File: src/rtl/cpfc_defs.svh
`ifndef CPFC_DEFS_SVH
`define CPFC_DEFS_SVH

// register byte addresses
`define CPFC_ADDR_UPD_TIMING 32'hf1000570
`define CPFC_ADDR_AVG_BIN 32'hf10005b0
`define CPFC_ADDR_PERSIST 32'hf1000640

// field positions, data bit 31 is the leftmost documented bit
`define CPFC_PRESENT_BIT 31
`define CPFC_SESSION_BIT 25
`define CPFC_TIMING_MSB 7
`define CPFC_TIMING_LSB 0
`define CPFC_AVG_EN_BIT 25
`define CPFC_BLANK_BIT 14
`define CPFC_TAP_MSB 13
`define CPFC_TAP_LSB 10

// mode encodings
`define CPFC_TIMING_STD 8'h00
`define CPFC_TIMING_QUICK 8'h02

// reset values
`define CPFC_TIMING_RST 8'h00
`define CPFC_SESSION_RST 1'b0
`define CPFC_AVG_EN_RST 1'b0
`define CPFC_BLANK_RST 1'b0
`define CPFC_TAP_RST 4'h0

// timing
`define CPFC_CLK_HZ 10000000
`define CPFC_SESSION_TIMEOUT_S 10

`endif

File: src/rtl/cpfc_pkg.sv
package cpfc_pkg;

    typedef enum logic [2:0] {
        CPFC_IDLE = 3'b001,
        CPFC_OPEN = 3'b010,
        CPFC_WAIT = 3'b100
    } cpfc_sess_t;

    typedef struct packed {
        logic led;
    } cpfc_led_state_t;

endpackage

File: src/rtl/cpfc_tmr_if.sv
`timescale 1ns/1ps
`default_nettype none

interface cpfc_tmr_if;
    logic start;
    logic stop;
    logic expired;
    logic running;

    modport owner (
        output start,
        output stop,
        input expired,
        input running
    );

    modport timer (
        input start,
        input stop,
        output expired,
        output running
    );
endinterface

`default_nettype wire

File: src/rtl/cpfc_timer.sv
`timescale 1ns/1ps
`default_nettype none

module cpfc_timer #(
    parameter int CNT_W = 27,
    parameter int LIMIT = 100000000
) (
    input wire logic clk_i,
    input wire logic rst_i,
    cpfc_tmr_if.timer tmr
);
    typedef struct packed {
        logic running;
        logic expired;
        logic [CNT_W-1:0] cnt;
    } cpfc_tmr_state_t;

    cpfc_tmr_state_t s_reg;
    cpfc_tmr_state_t s_next;

    always_comb
    begin
        s_next = s_reg;
        s_next.expired = 1'b0;
        // a start always reloads, so repeated writes push the deadline out
        if (tmr.start)
        begin
            s_next.running = 1'b1;
            s_next.cnt = CNT_W'(LIMIT - 1);
        end
        else if (tmr.stop)
        begin
            s_next.running = 1'b0;
        end
        else if (s_reg.running)
        begin
            if (s_reg.cnt == '0)
            begin
                s_next.running = 1'b0;
                s_next.expired = 1'b1;
            end
            else
            begin
                s_next.cnt = s_reg.cnt - 1'b1;
            end
        end
    end

    always_ff @(posedge clk_i)
    begin
        if (rst_i)
        begin
            s_reg <= '0;
        end
        else
        begin
            s_reg <= s_next;
        end
    end

    assign tmr.expired = s_reg.expired;
    assign tmr.running = s_reg.running;
endmodule

`default_nettype wire

File: src/rtl/cpfc_indicator.sv
`timescale 1ns/1ps
`default_nettype none

module cpfc_indicator (
    input wire logic clk_i,
    input wire logic rst_i,
    input wire logic blank_i,
    input wire logic startup_i,
    input wire logic error_i,
    input wire logic led_normal_i,
    output logic led_o
);
    cpfc_pkg::cpfc_led_state_t s_reg;
    cpfc_pkg::cpfc_led_state_t s_next;

    always_comb
    begin
        s_next = s_reg;
        if (blank_i && !startup_i && !error_i)
        begin
            s_next.led = 1'b0;
        end
        else
        begin
            s_next.led = led_normal_i;
        end
    end

    always_ff @(posedge clk_i)
    begin
        if (rst_i)
        begin
            s_reg <= '0;
        end
        else
        begin
            s_reg <= s_next;
        end
    end

    assign led_o = s_reg.led;
endmodule

`default_nettype wire

File: src/rtl/cpfc_top.sv
// Function
// - timing field zero standard, two quick
// - session flag resets zero, write opens/closes
// - standard mode ignores the session flag
// - quick mode: finish transfer, abort integration
// - flag-one write starts or restarts timeout
// - timeout clears flag and applies pending changes
// - bit zero is read-only presence indication
// - averaging enable makes binning average pixels
// - blanking hides normal indications, except during startup and errors
// - startup and errors keep normal indications
// - tap select zero single, one dual
// - sensor tap field reports taps minus one
// - persistent settings kept in non-volatile storage
//
// Local design decision: the plain strobed port.
`timescale 1ns/1ps
`default_nettype none
`include "cpfc_defs.svh"

module cpfc_top #(
    parameter int PIX_W = 16,
    parameter int TIMEOUT_CYCLES = `CPFC_SESSION_TIMEOUT_S * `CPFC_CLK_HZ,
    parameter int TMR_W = 27,
    parameter logic UPD_PRESENT = 1'b1,
    parameter logic AVG_PRESENT = 1'b1,
    parameter logic PERSIST_PRESENT = 1'b1,
    parameter logic BLANK_PRESENT = 1'b1,
    parameter logic TAP_SEL_PRESENT = 1'b1,
    parameter logic TAP_CNT_PRESENT = 1'b1,
    parameter logic [3:0] SENSOR_TAPS_M1 = 4'h1
) (
    input wire logic clk_i,
    input wire logic rst_i,
    input wire logic [31:0] addr_i,
    input wire logic [31:0] wr_data_i,
    input wire logic wr_en_i,
    input wire logic rd_en_i,
    output logic [31:0] rd_data_o,
    input wire logic integration_active_i,
    input wire logic transfer_active_i,
    output logic integration_abort_o,
    output logic params_commit_o,
    output logic session_open_o,
    output logic [7:0] update_timing_select_o,
    output logic averaging_enable_o,
    input wire logic pix_valid_i,
    input wire logic [PIX_W-1:0] pix_a_i,
    input wire logic [PIX_W-1:0] pix_b_i,
    output logic bin_valid_o,
    output logic [PIX_W:0] bin_pix_o,
    input wire logic startup_i,
    input wire logic error_active_i,
    input wire logic led_normal_i,
    output logic led_o,
    output logic [3:0] readout_tap_select_o,
    input wire logic nv_load_i,
    input wire logic [31:0] nv_load_data_i,
    output logic nv_store_o,
    output logic [31:0] nv_store_data_o
);
    typedef struct packed {
        cpfc_pkg::cpfc_sess_t st;
        logic [7:0] timing;
        logic session;
        logic bin_act;
        logic bin_shd;
        logic blank;
        logic [3:0] tap;
        logic abort;
        logic commit;
        logic nv_store;
        logic [31:0] nv_data;
        logic [31:0] rd_data;
        logic bin_valid;
        logic [PIX_W:0] bin_pix;
    } cpfc_top_state_t;

    localparam cpfc_top_state_t ST_RST = '{
        st: cpfc_pkg::CPFC_IDLE,
        timing: `CPFC_TIMING_RST,
        session: `CPFC_SESSION_RST,
        bin_act: `CPFC_AVG_EN_RST,
        bin_shd: `CPFC_AVG_EN_RST,
        blank: `CPFC_BLANK_RST,
        tap: `CPFC_TAP_RST,
        default: '0
    };

    cpfc_top_state_t s_reg;
    cpfc_top_state_t s_next;

    cpfc_tmr_if tmr ();

    logic quick;
    logic wr_upd;
    logic commit_req;
    logic opening;
    logic expire_hit;
    logic tmr_start;
    logic tmr_stop;
    logic [PIX_W:0] pix_sum;
    logic [PIX_W:0] pix_avg;

    function automatic logic [31:0] upd_image(input logic session, input logic [7:0] timing);
        upd_image = {UPD_PRESENT, 5'h00, session, 17'h00000, timing};
    endfunction

    function automatic logic [31:0] avg_image(input logic en);
        avg_image = {AVG_PRESENT, 5'h00, en, 25'h0000000};
    endfunction

    function automatic logic [31:0] pers_image(input logic blank, input logic [3:0] tap);
        pers_image = {PERSIST_PRESENT, BLANK_PRESENT, TAP_SEL_PRESENT, 3'h0, TAP_CNT_PRESENT,
                      9'h000, 1'b0, blank, tap, SENSOR_TAPS_M1, 6'h00};
    endfunction

    assign quick = (s_reg.timing == `CPFC_TIMING_QUICK);
    assign wr_upd = wr_en_i && (addr_i == `CPFC_ADDR_UPD_TIMING);
    assign pix_sum = {1'b0, pix_a_i} + {1'b0, pix_b_i};
    assign pix_avg = {1'b0, pix_sum[PIX_W:1]};

    always_comb
    begin
        s_next = s_reg;
        s_next.commit = 1'b0;
        s_next.nv_store = 1'b0;
        s_next.rd_data = 32'h00000000;
        commit_req = 1'b0;
        opening = 1'b0;
        tmr_start = 1'b0;
        tmr_stop = 1'b0;
        // a flag-one write in the expiry cycle wins over the expiry
        expire_hit = tmr.expired && s_reg.session && quick && !wr_upd;

        if (expire_hit)
        begin
            s_next.session = 1'b0;
            commit_req = 1'b1;
        end

        if (wr_upd)
        begin
            s_next.timing = wr_data_i[`CPFC_TIMING_MSB:`CPFC_TIMING_LSB];
            s_next.session = wr_data_i[`CPFC_SESSION_BIT];
            if (s_next.timing == `CPFC_TIMING_QUICK)
            begin
                if (s_next.session)
                begin
                    tmr_start = 1'b1;
                    opening = 1'b1;
                end
                else if (s_reg.st == cpfc_pkg::CPFC_OPEN)
                begin
                    commit_req = 1'b1;
                    tmr_stop = 1'b1;
                end
            end
            // standard mode flag has no effect
            else if (s_reg.st == cpfc_pkg::CPFC_OPEN)
            begin
                commit_req = 1'b1;
                tmr_stop = 1'b1;
            end
        end

        if (wr_en_i && addr_i == `CPFC_ADDR_AVG_BIN)
        begin
            s_next.bin_shd = wr_data_i[`CPFC_AVG_EN_BIT];
            // shadow while a session is open
            if (s_reg.st == cpfc_pkg::CPFC_IDLE)
            begin
                s_next.bin_act = wr_data_i[`CPFC_AVG_EN_BIT];
            end
        end

        if (wr_en_i && addr_i == `CPFC_ADDR_PERSIST)
        begin
            s_next.blank = wr_data_i[`CPFC_BLANK_BIT];
            s_next.tap = wr_data_i[`CPFC_TAP_MSB:`CPFC_TAP_LSB];
            s_next.nv_store = 1'b1;
            s_next.nv_data = pers_image(s_next.blank, s_next.tap);
        end
        else if (nv_load_i)
        begin
            s_next.blank = nv_load_data_i[`CPFC_BLANK_BIT];
            s_next.tap = nv_load_data_i[`CPFC_TAP_MSB:`CPFC_TAP_LSB];
        end

        s_next.abort = commit_req && integration_active_i;

        case (s_reg.st)
            cpfc_pkg::CPFC_IDLE:
            begin
                if (opening)
                begin
                    s_next.st = cpfc_pkg::CPFC_OPEN;
                end
            end
            cpfc_pkg::CPFC_OPEN:
            begin
                if (commit_req)
                begin
                    s_next.st = cpfc_pkg::CPFC_WAIT;
                end
            end
            cpfc_pkg::CPFC_WAIT:
            begin
                if (!transfer_active_i)
                begin
                    s_next.bin_act = s_next.bin_shd;
                    s_next.commit = 1'b1;
                    if (s_next.session && s_next.timing == `CPFC_TIMING_QUICK)
                    begin
                        s_next.st = cpfc_pkg::CPFC_OPEN;
                    end
                    else
                    begin
                        s_next.st = cpfc_pkg::CPFC_IDLE;
                    end
                end
            end
            default: s_next.st = cpfc_pkg::CPFC_IDLE;
        endcase

        if (rd_en_i)
        begin
            case (addr_i)
                `CPFC_ADDR_UPD_TIMING: s_next.rd_data = upd_image(s_reg.session, s_reg.timing);
                `CPFC_ADDR_AVG_BIN: s_next.rd_data = avg_image(s_reg.bin_shd);
                `CPFC_ADDR_PERSIST: s_next.rd_data = pers_image(s_reg.blank, s_reg.tap);
                default: s_next.rd_data = 32'h00000000;
            endcase
        end

        s_next.bin_valid = pix_valid_i;
        if (pix_valid_i)
        begin
            s_next.bin_pix = s_reg.bin_act ? pix_avg : pix_sum;
        end
    end

    always_ff @(posedge clk_i)
    begin
        if (rst_i)
        begin
            s_reg <= ST_RST;
        end
        else
        begin
            s_reg <= s_next;
        end
    end

    assign tmr.start = tmr_start;
    assign tmr.stop = tmr_stop;

    cpfc_timer #(.CNT_W(TMR_W), .LIMIT(TIMEOUT_CYCLES)) u_timer (.clk_i(clk_i), .rst_i(rst_i), .tmr(tmr));

    cpfc_indicator u_led (.clk_i(clk_i), .rst_i(rst_i), .blank_i(s_reg.blank), .startup_i(startup_i),
        .error_i(error_active_i), .led_normal_i(led_normal_i), .led_o(led_o));

    assign rd_data_o = s_reg.rd_data;
    assign integration_abort_o = s_reg.abort;
    assign params_commit_o = s_reg.commit;
    assign session_open_o = s_reg.session;
    assign update_timing_select_o = s_reg.timing;
    assign averaging_enable_o = s_reg.bin_act;
    assign bin_valid_o = s_reg.bin_valid;
    assign bin_pix_o = s_reg.bin_pix;
    assign readout_tap_select_o = s_reg.tap;
    assign nv_store_o = s_reg.nv_store;
    assign nv_store_data_o = s_reg.nv_data;
endmodule

`default_nettype wire

File: config.mk
export PLATFORM = sky130hd
export DESIGN_NAME = cpfc_top
export DESIGN_NICKNAME = d
export VERILOG_FILES = /design/src/rtl/cpfc_pkg.sv /design/src/rtl/cpfc_tmr_if.sv /design/src/rtl/cpfc_timer.sv /design/src/rtl/cpfc_indicator.sv /design/src/rtl/cpfc_top.sv
export VERILOG_INCLUDE_DIRS = /design/src /design/src/rtl
export SDC_FILE = /design/constraint.sdc
export NUM_CORES = 1
export LEC_CHECK = 0
export BUFFER_PORTS_ARGS = -buffer_cell sky130_fd_sc_hd__buf_4
export CAP_MARGIN = 20
export CORE_UTILIZATION = 48
export DETAILED_ROUTE_END_ITERATION = 10
export GPL_TIMING_DRIVEN = 1
export PLACE_DENSITY = 0.77
export SKIP_CTS_REPAIR_TIMING = 1
export SLEW_MARGIN = 20
export SYNTH_ARGS = -nofsm -noshare
export SYNTH_HDL_FRONTEND = slang
export SYNTH_HIERARCHICAL = 1
export SYNTH_SLANG_ARGS = --single-unit
File: constraint.sdc
create_clock -name clk_i -period 3.15 [get_ports clk_i]
set_input_delay 0.1575 -clock clk_i [delete_from_list [all_inputs] [get_ports clk_i]]
set_output_delay 0.1575 -clock clk_i [all_outputs]
set_load 0.01 [all_outputs]
After elaboration in Yosys (flattened, before gate mapping). Index checks and enable logic that the tools add are counted.

Bitwise logic cells: 5. $add $sub $neg: 2. Reduce and logical (&&, ||, !) cells: 24. Equal/unequal tests: 14. Mux-type cells: 36.

Operator list (number): $eq 32x32->1 const B (3); $pmux 32 s3 (1); $mux 27 (3); $mux 33 (1); $mux 29 (1); $logic_not 27->1 (1); $sub 27x1->27 const B (1); $eq 8x2->1 const B (3); $mux 1 (19); $add 16x16->17 (1); $mux 17 (1); $logic_and 1x1->1 (10); $mux 5 (2); $mux 3 (3); $mux 9 (1); $pmux 3 s3 (1); $reduce_and 3->1 (3); $ne 2x2->1 const B (4); $reduce_or 2->1 (4); $mux 2 (3); $not 1->1 (5); $reduce_bool 2->1 (2); $reduce_or 4->1 (1); $eq 3x1->1 const B (1); 4 further kinds (6).

Logic and storage cells: 100. Bits of input ports: 139. Bits in registers: 109.

Logic depth before layout (Yosys ltp).
Depth after elaboration: 11. Mapped depth: 13.

Hierarchy. The synthesis kept the hierarchy.

Modules (own cells, without submodules): cpfc_top (area an instance 3986.3 um^2, cells each 459, times used 1, sequential area each 1241.2 um^2); cpfc_timer (area an instance 1488.9 um^2, cells each 173, times used 1, sequential area each 580.6 um^2); cpfc_indicator (area an instance 46.3 um^2, cells each 4, times used 1, sequential area each 20.0 um^2).

Worst setup path after synthesis. OpenSTA, ideal clock, no wires.

Path type: input-to-reg. Start: in addr_i[9]. End: reg u_timer/s_reg[15] (netlist name). Slack: 0.758 ns. Required time: 3.030 ns. Setup time: 0.120 ns. Stages on the path: 13. Data arrival time: 2.272 ns. Path through: and4b_1 > buf_2 > nand2_1 > nor4_4 > buf_4 > nand2_1 > nor3_2 > nor2b_1 > and4_1 > buf_2 > o21ai_2 > nor4_1 > o31a_1.

Cells in the longest elaborated chain, start to end: 5.

RTL lines: from (decl) (line cpfc_top.sv:35) `input wire logic [31:0] addr_i,`; $eq 32x32->1; $logic_and 1x1->1 (line cpfc_top.sv:119) `` assign wr_upd = wr_en_i && (addr_i == `CPFC_ADDR_UPD_TIMING); ``; $mux 1 (line cpfc_top.sv:142) `if (wr_upd)`; net tmr.stop (line cpfc_tmr_if.sv:6) `logic stop;`; $ne 2x1->1 (no source line); $reduce_and 3->1 (no source line); to (signal assigned) (line cpfc_timer.sv:57) `s_reg <= s_next;`; to (decl) (line cpfc_timer.sv:18) `cpfc_tmr_state_t s_reg;`.

The timed path passes the listed nets, and every way through them passes these cells. A chain may end at the register's enable or synchronous reset.

Worst setup path in the final report.
Start: in wr_data_i[3]. End: reg u_timer/s_reg[19] (netlist name).

Cells in the longest elaborated chain, start to end: 5.

RTL lines: from (decl) (line cpfc_top.sv:36) `input wire logic [31:0] wr_data_i,`; $eq 8x2->1 (no source line); $mux 1 (line cpfc_top.sv:146) `` if (s_next.timing == `CPFC_TIMING_QUICK) ``; $mux 1 (line cpfc_top.sv:142); net tmr.stop (line cpfc_tmr_if.sv:6); $not 1->1 (no source line); $reduce_and 3->1 (no source line).

The timed path passes the listed nets, and every way through them passes these cells.

==> insert_results.sql <==
INSERT INTO impl_metrics (metric_group, metric, value, unit) VALUES
('run_status', 'run_status', 'finished, final reports clean', ''),
('cells_and_area', 'antenna_cells_inserted', '0', ''),
('cts', 'clock_tree.root_cell', 'clkbuf_16', ''),
('cts', 'h-tree-depth', '3', ''),
('global_routing', 'grt.overflow.total', '0', ''),
('global_routing', 'antenna_found_initial', '0', ''),
('pwr', 'total_power_consumption', '2.86', 'mW'),
('cells_and_area', 'layout-drive-gt1-share', '28.0', '%'),
('setup_path', 'highest_cell_delay_on_the_worst_timing_path', '500', 'ps'),
('pwr', 'power.net_switching', '0.665', 'mW'),
('timing', 'fin_hold_ws', '62.8', 'ps'),
('logic_synthesis', 'synth-main-ff-cell', 'dfxtp_1', ''),
('cells_and_area', 'area_delta_synth_final', '19.3', '%'),
('global_routing', 'grt.total_usage', '20.9', '%'),
('hold_path', 'hp-class', 'in2reg', ''),
('floorplanning', 'dieWidth', '109', 'µm'),
('pwr', 'power.switching_fraction', '23.3', '%'),
('cts', 'cts.path.max_buffers', '2', ''),
('setup_path', 'timing.critical_path.slowest_stage_cell', 'or4_1', ''),
('cts', 'cts_num_sinks', '92', ''),
('route', 'post_drt_via_cell_ratio', '5.43', ''),
('setup_path', 'worst_path_dominant_cell_family', 'simple AND/OR/NAND/NOR gates', ''),
('setup_path', 'crit_path_start_kind', 'input port', ''),
('global_routing', 'vias_in_the_first_global_route', '4299', ''),
('hold_path', 'hold-path-cell-count', '2', ''),
('route', 'route.antenna.remaining_nets', '0', ''),
('timing', 'setup_repair_after_global_routing_missed_its_margin', 'no', ''),
('timing', 'finalClockSkew', '5.81', 'ps'),
('timing', 'fmaxAchievable', '409', 'MHz'),
('cts', 'cts_tree', 'built', ''),
('cells_and_area', 'layout.nets', '885', ''),
('setup_path', 'launching_point_of_the_worst_reg2reg_path', 's_reg[101]', ''),
('route', 'detail_route.first_pass.iterations', '5', ''),
('timing', 'finalSetupTns', '0', 'ps'),
('hold_path', 'worst_case_hold_path_end_point', 'integration_abort_o', ''),
('setup_path', 'reg2reg_setup_slack', '760', 'ps'),
('logic_synthesis', 'postSynthAreaPerCell', '8.68', 'µm²'),
('pwr', 'comb_power_share', '15.0', '%'),
('placed_design', 'preCtsSetupSlack', '482', 'ps'),
('floorplanning', 'floorplan.initialDensity', '50.1', '%'),
('placed_design', 'detailed_place_hpwl', '9.44', 'mm'),
('setup_path', 'timing.reg2reg.worst_path_depth', '8', ''),
('logic_synthesis', 'synth_cell_types', '76', ''),
('timing', 'worst_slack', '705', 'ps'),
('cts', 'insertion_delay_to_the_later_sink_of_the_worst_skew_pair', '340', 'ps'),
('floorplanning', 'die_area', '11900', 'µm²'),
('logic_synthesis', 'synthArstFlopShare', '0', '%'),
('setup_path', 'regToRegEndpoint', 'u_timer/s_reg[19]', ''),
('global_routing', 'grt_pass1_wl', '19.8', 'mm'),
('setup_path', 'timing.critical_path.cells', 'buf_4 > nor4b_1 > nand4b_1 > nand2_1 > nor3_2 > nor2b_1 > and4_1 > o21ai_2 > or4_1 > a21oi_1', ''),
('pwr', 'vdd_ir_drop_max', '0.000269', 'V'),
('logic_synthesis', 'synth_seq_area_share', '33.4', '%'),
('route', 'wirelength', '12.4', 'mm'),
('hold_path', 'hp-start', 'integration_active_i', ''),
('pwr', 'cellLeakagePower', '2.94', 'nW'),
('setup_path', 'worst_path_arrival', '2710', 'ps'),
('setup_path', 'worst_ep_required_time', '3410', 'ps'),
('logic_synthesis', 'post_synth_inst_count', '636', ''),
('timing', 'finalHoldViolations', '0', ''),
('cells_and_area', 'largest_reg_flops', '27', ''),
('floorplanning', 'num_rows', '38', ''),
('timing', 'setup_viol', '0', ''),
('setup_path', 'worst_setup_path_end_kind', 'register', ''),
('cts', 'cts_clk_pin_slew_worst_paths', '60', 'ps'),
('logic_synthesis', 'netlist_area_before_placement', '5520', 'µm²'),
('setup_path', 'cp.buffers_inverters', '1', ''),
('floorplanning', 'coreArea', '11000', 'µm²'),
('route', 'via_count', '4736', ''),
('pwr', 'power-per-cell-area', '434', 'nW/µm²'),
('timing', 'worst_slew_pin_slew', '859', 'ps'),
('route', 'drt_drc_violations_left', '0', '');
==> placed cells by master (no fill, tap or decap), drive strengths merged, types with 7 or more instances in the layout <==
cell / netlist / routed
clkbuf: 17 / 11
a211oi: 21 / 21
and3: 7 / 7
buf: 99 / 161
dfxtp: 92 / 92
nand2: 38 / 38
a21oi: 44 / 44
nand3: 19 / 19
xor2: 16 / 16
xnor2: 11 / 11
and2: 14 / 14
nor3: 19 / 19
nand4: 8 / 8
nor4: 12 / 12
inv: 12 / 12
nor2: 56 / 56
ha: 17 / 17
a31oi: 9 / 9
o21ai: 20 / 20
mux2i: 19 / 19
conb: 1 / 37
==> worst reg2reg max path: cells and delay by family, from the launching register on <==
| kind | cells | cell delay, ps |
|---|---|---|
| compound gates | 2 | 360 |
| buf+inv | 1 | 90 |
| flops | 1 | 450 |
| simple gates | 5 | 1430 |
==> through the flow <==
step                cells  utilization (%)  cell area (µm²)
floorplan             672                -             5660
finish                872             59.7             6590
global placement      857             56.6             6250
detailed placement    857             56.6             6250
global route          872             59.7             6590
CTS                   872             59.7             6590
==> power by group through the flow <==
stage / combinational (mW) / sequential (mW) / clock (mW)
finish: 0.428 / 1.21 / 1.23
CTS: 0.430 / 1.21 / 1.24
global route: 0.473 / 1.21 / 1.30
floorplan: 0.312 / 1.23 / 0
global placement: 0.418 / 1.23 / 0
detailed placement: 0.427 / 1.23 / 0
==> final cells by class <==
type	count	area, µm²
clock buffer	11	243
sequential	92	1840
fill	936	4440
tap	140	175
inverter	12	45.0
timing repair buffer	161	1210
clock inverter	4	97.6
multi-input combinational	452	2980
==> Yosys cell counts (all sizes together), types with 6 or more instances <==
library cell / number / area share, %
a211oi: 21 / 2.9
a21o: 6 / 0.82
a21oi: 44 / 4.1
a31oi: 9 / 1.0
and2: 14 / 1.6
and3: 7 / 0.79
buf: 99 / 13
clkbuf: 17 / 1.2
dfxtp: 92 / 33
ha: 17 / 3.9
inv: 12 / 0.82
mux2i: 19 / 3.4
nand2: 38 / 2.6
nand2b: 6 / 0.82
nand3: 19 / 1.7
nand4: 8 / 1.6
nor2: 56 / 3.9
nor3: 19 / 2.0
nor4: 12 / 2.1
o21ai: 20 / 2.0
or4: 6 / 0.88
xnor2: 11 / 1.7
xor2: 16 / 2.5
==> how the worst max path moves through the flow <==
stage | start | to | slack [ps] | cells past startpoint
2_1_floorplan | addr_i[9] | u_timer/s_reg[15] | 760 | 13
3_3_place_gp | wr_data_i[3] | u_timer/s_reg[19] | 550 | 10
3_5_place_dp | wr_data_i[3] | u_timer/s_reg[19] | 480 | 10
4_1_cts | wr_data_i[3] | u_timer/s_reg[19] | 740 | 10
5_1_grt | wr_data_i[3] | u_timer/s_reg[19] | 520 | 10
6_report | wr_data_i[3] | u_timer/s_reg[19] | 700 | 10
==> per-layer routing <==
metal | share of wire [%] | up-vias | wire length [µm] | track usage (%)
met2 | 48 | 197 | 6020 | 36.3
met4 | 1.1 | 0 | 142 | 6.67
li1 | - | 2329 | - | -
met3 | 7.4 | 13 | 927 | 3.89
met5 | 0 | - | 0 | 0
met1 | 43 | 2197 | 5350 | 25.8
==> cell families (layout without fill, tap and decap cells) <==
family | Yosys count | after routing | synth area share [%]
AND/OR/NAND/NOR | 219 | 219 | 23.2
AO/OA/AOI/OAI | 129 | 129 | 15.6
buffers and inverters | 128 | 188 | 15.2
flip-flops | 92 | 92 | 33.4
XOR/XNOR | 27 | 27 | 4.28
multiplexers | 22 | 22 | 4.12
adder cells (fa/ha/maj) | 18 | 18 | 4.21
other | 1 | 37 | 0.0679
Note: power is estimated with default switching activity, not from simulation.
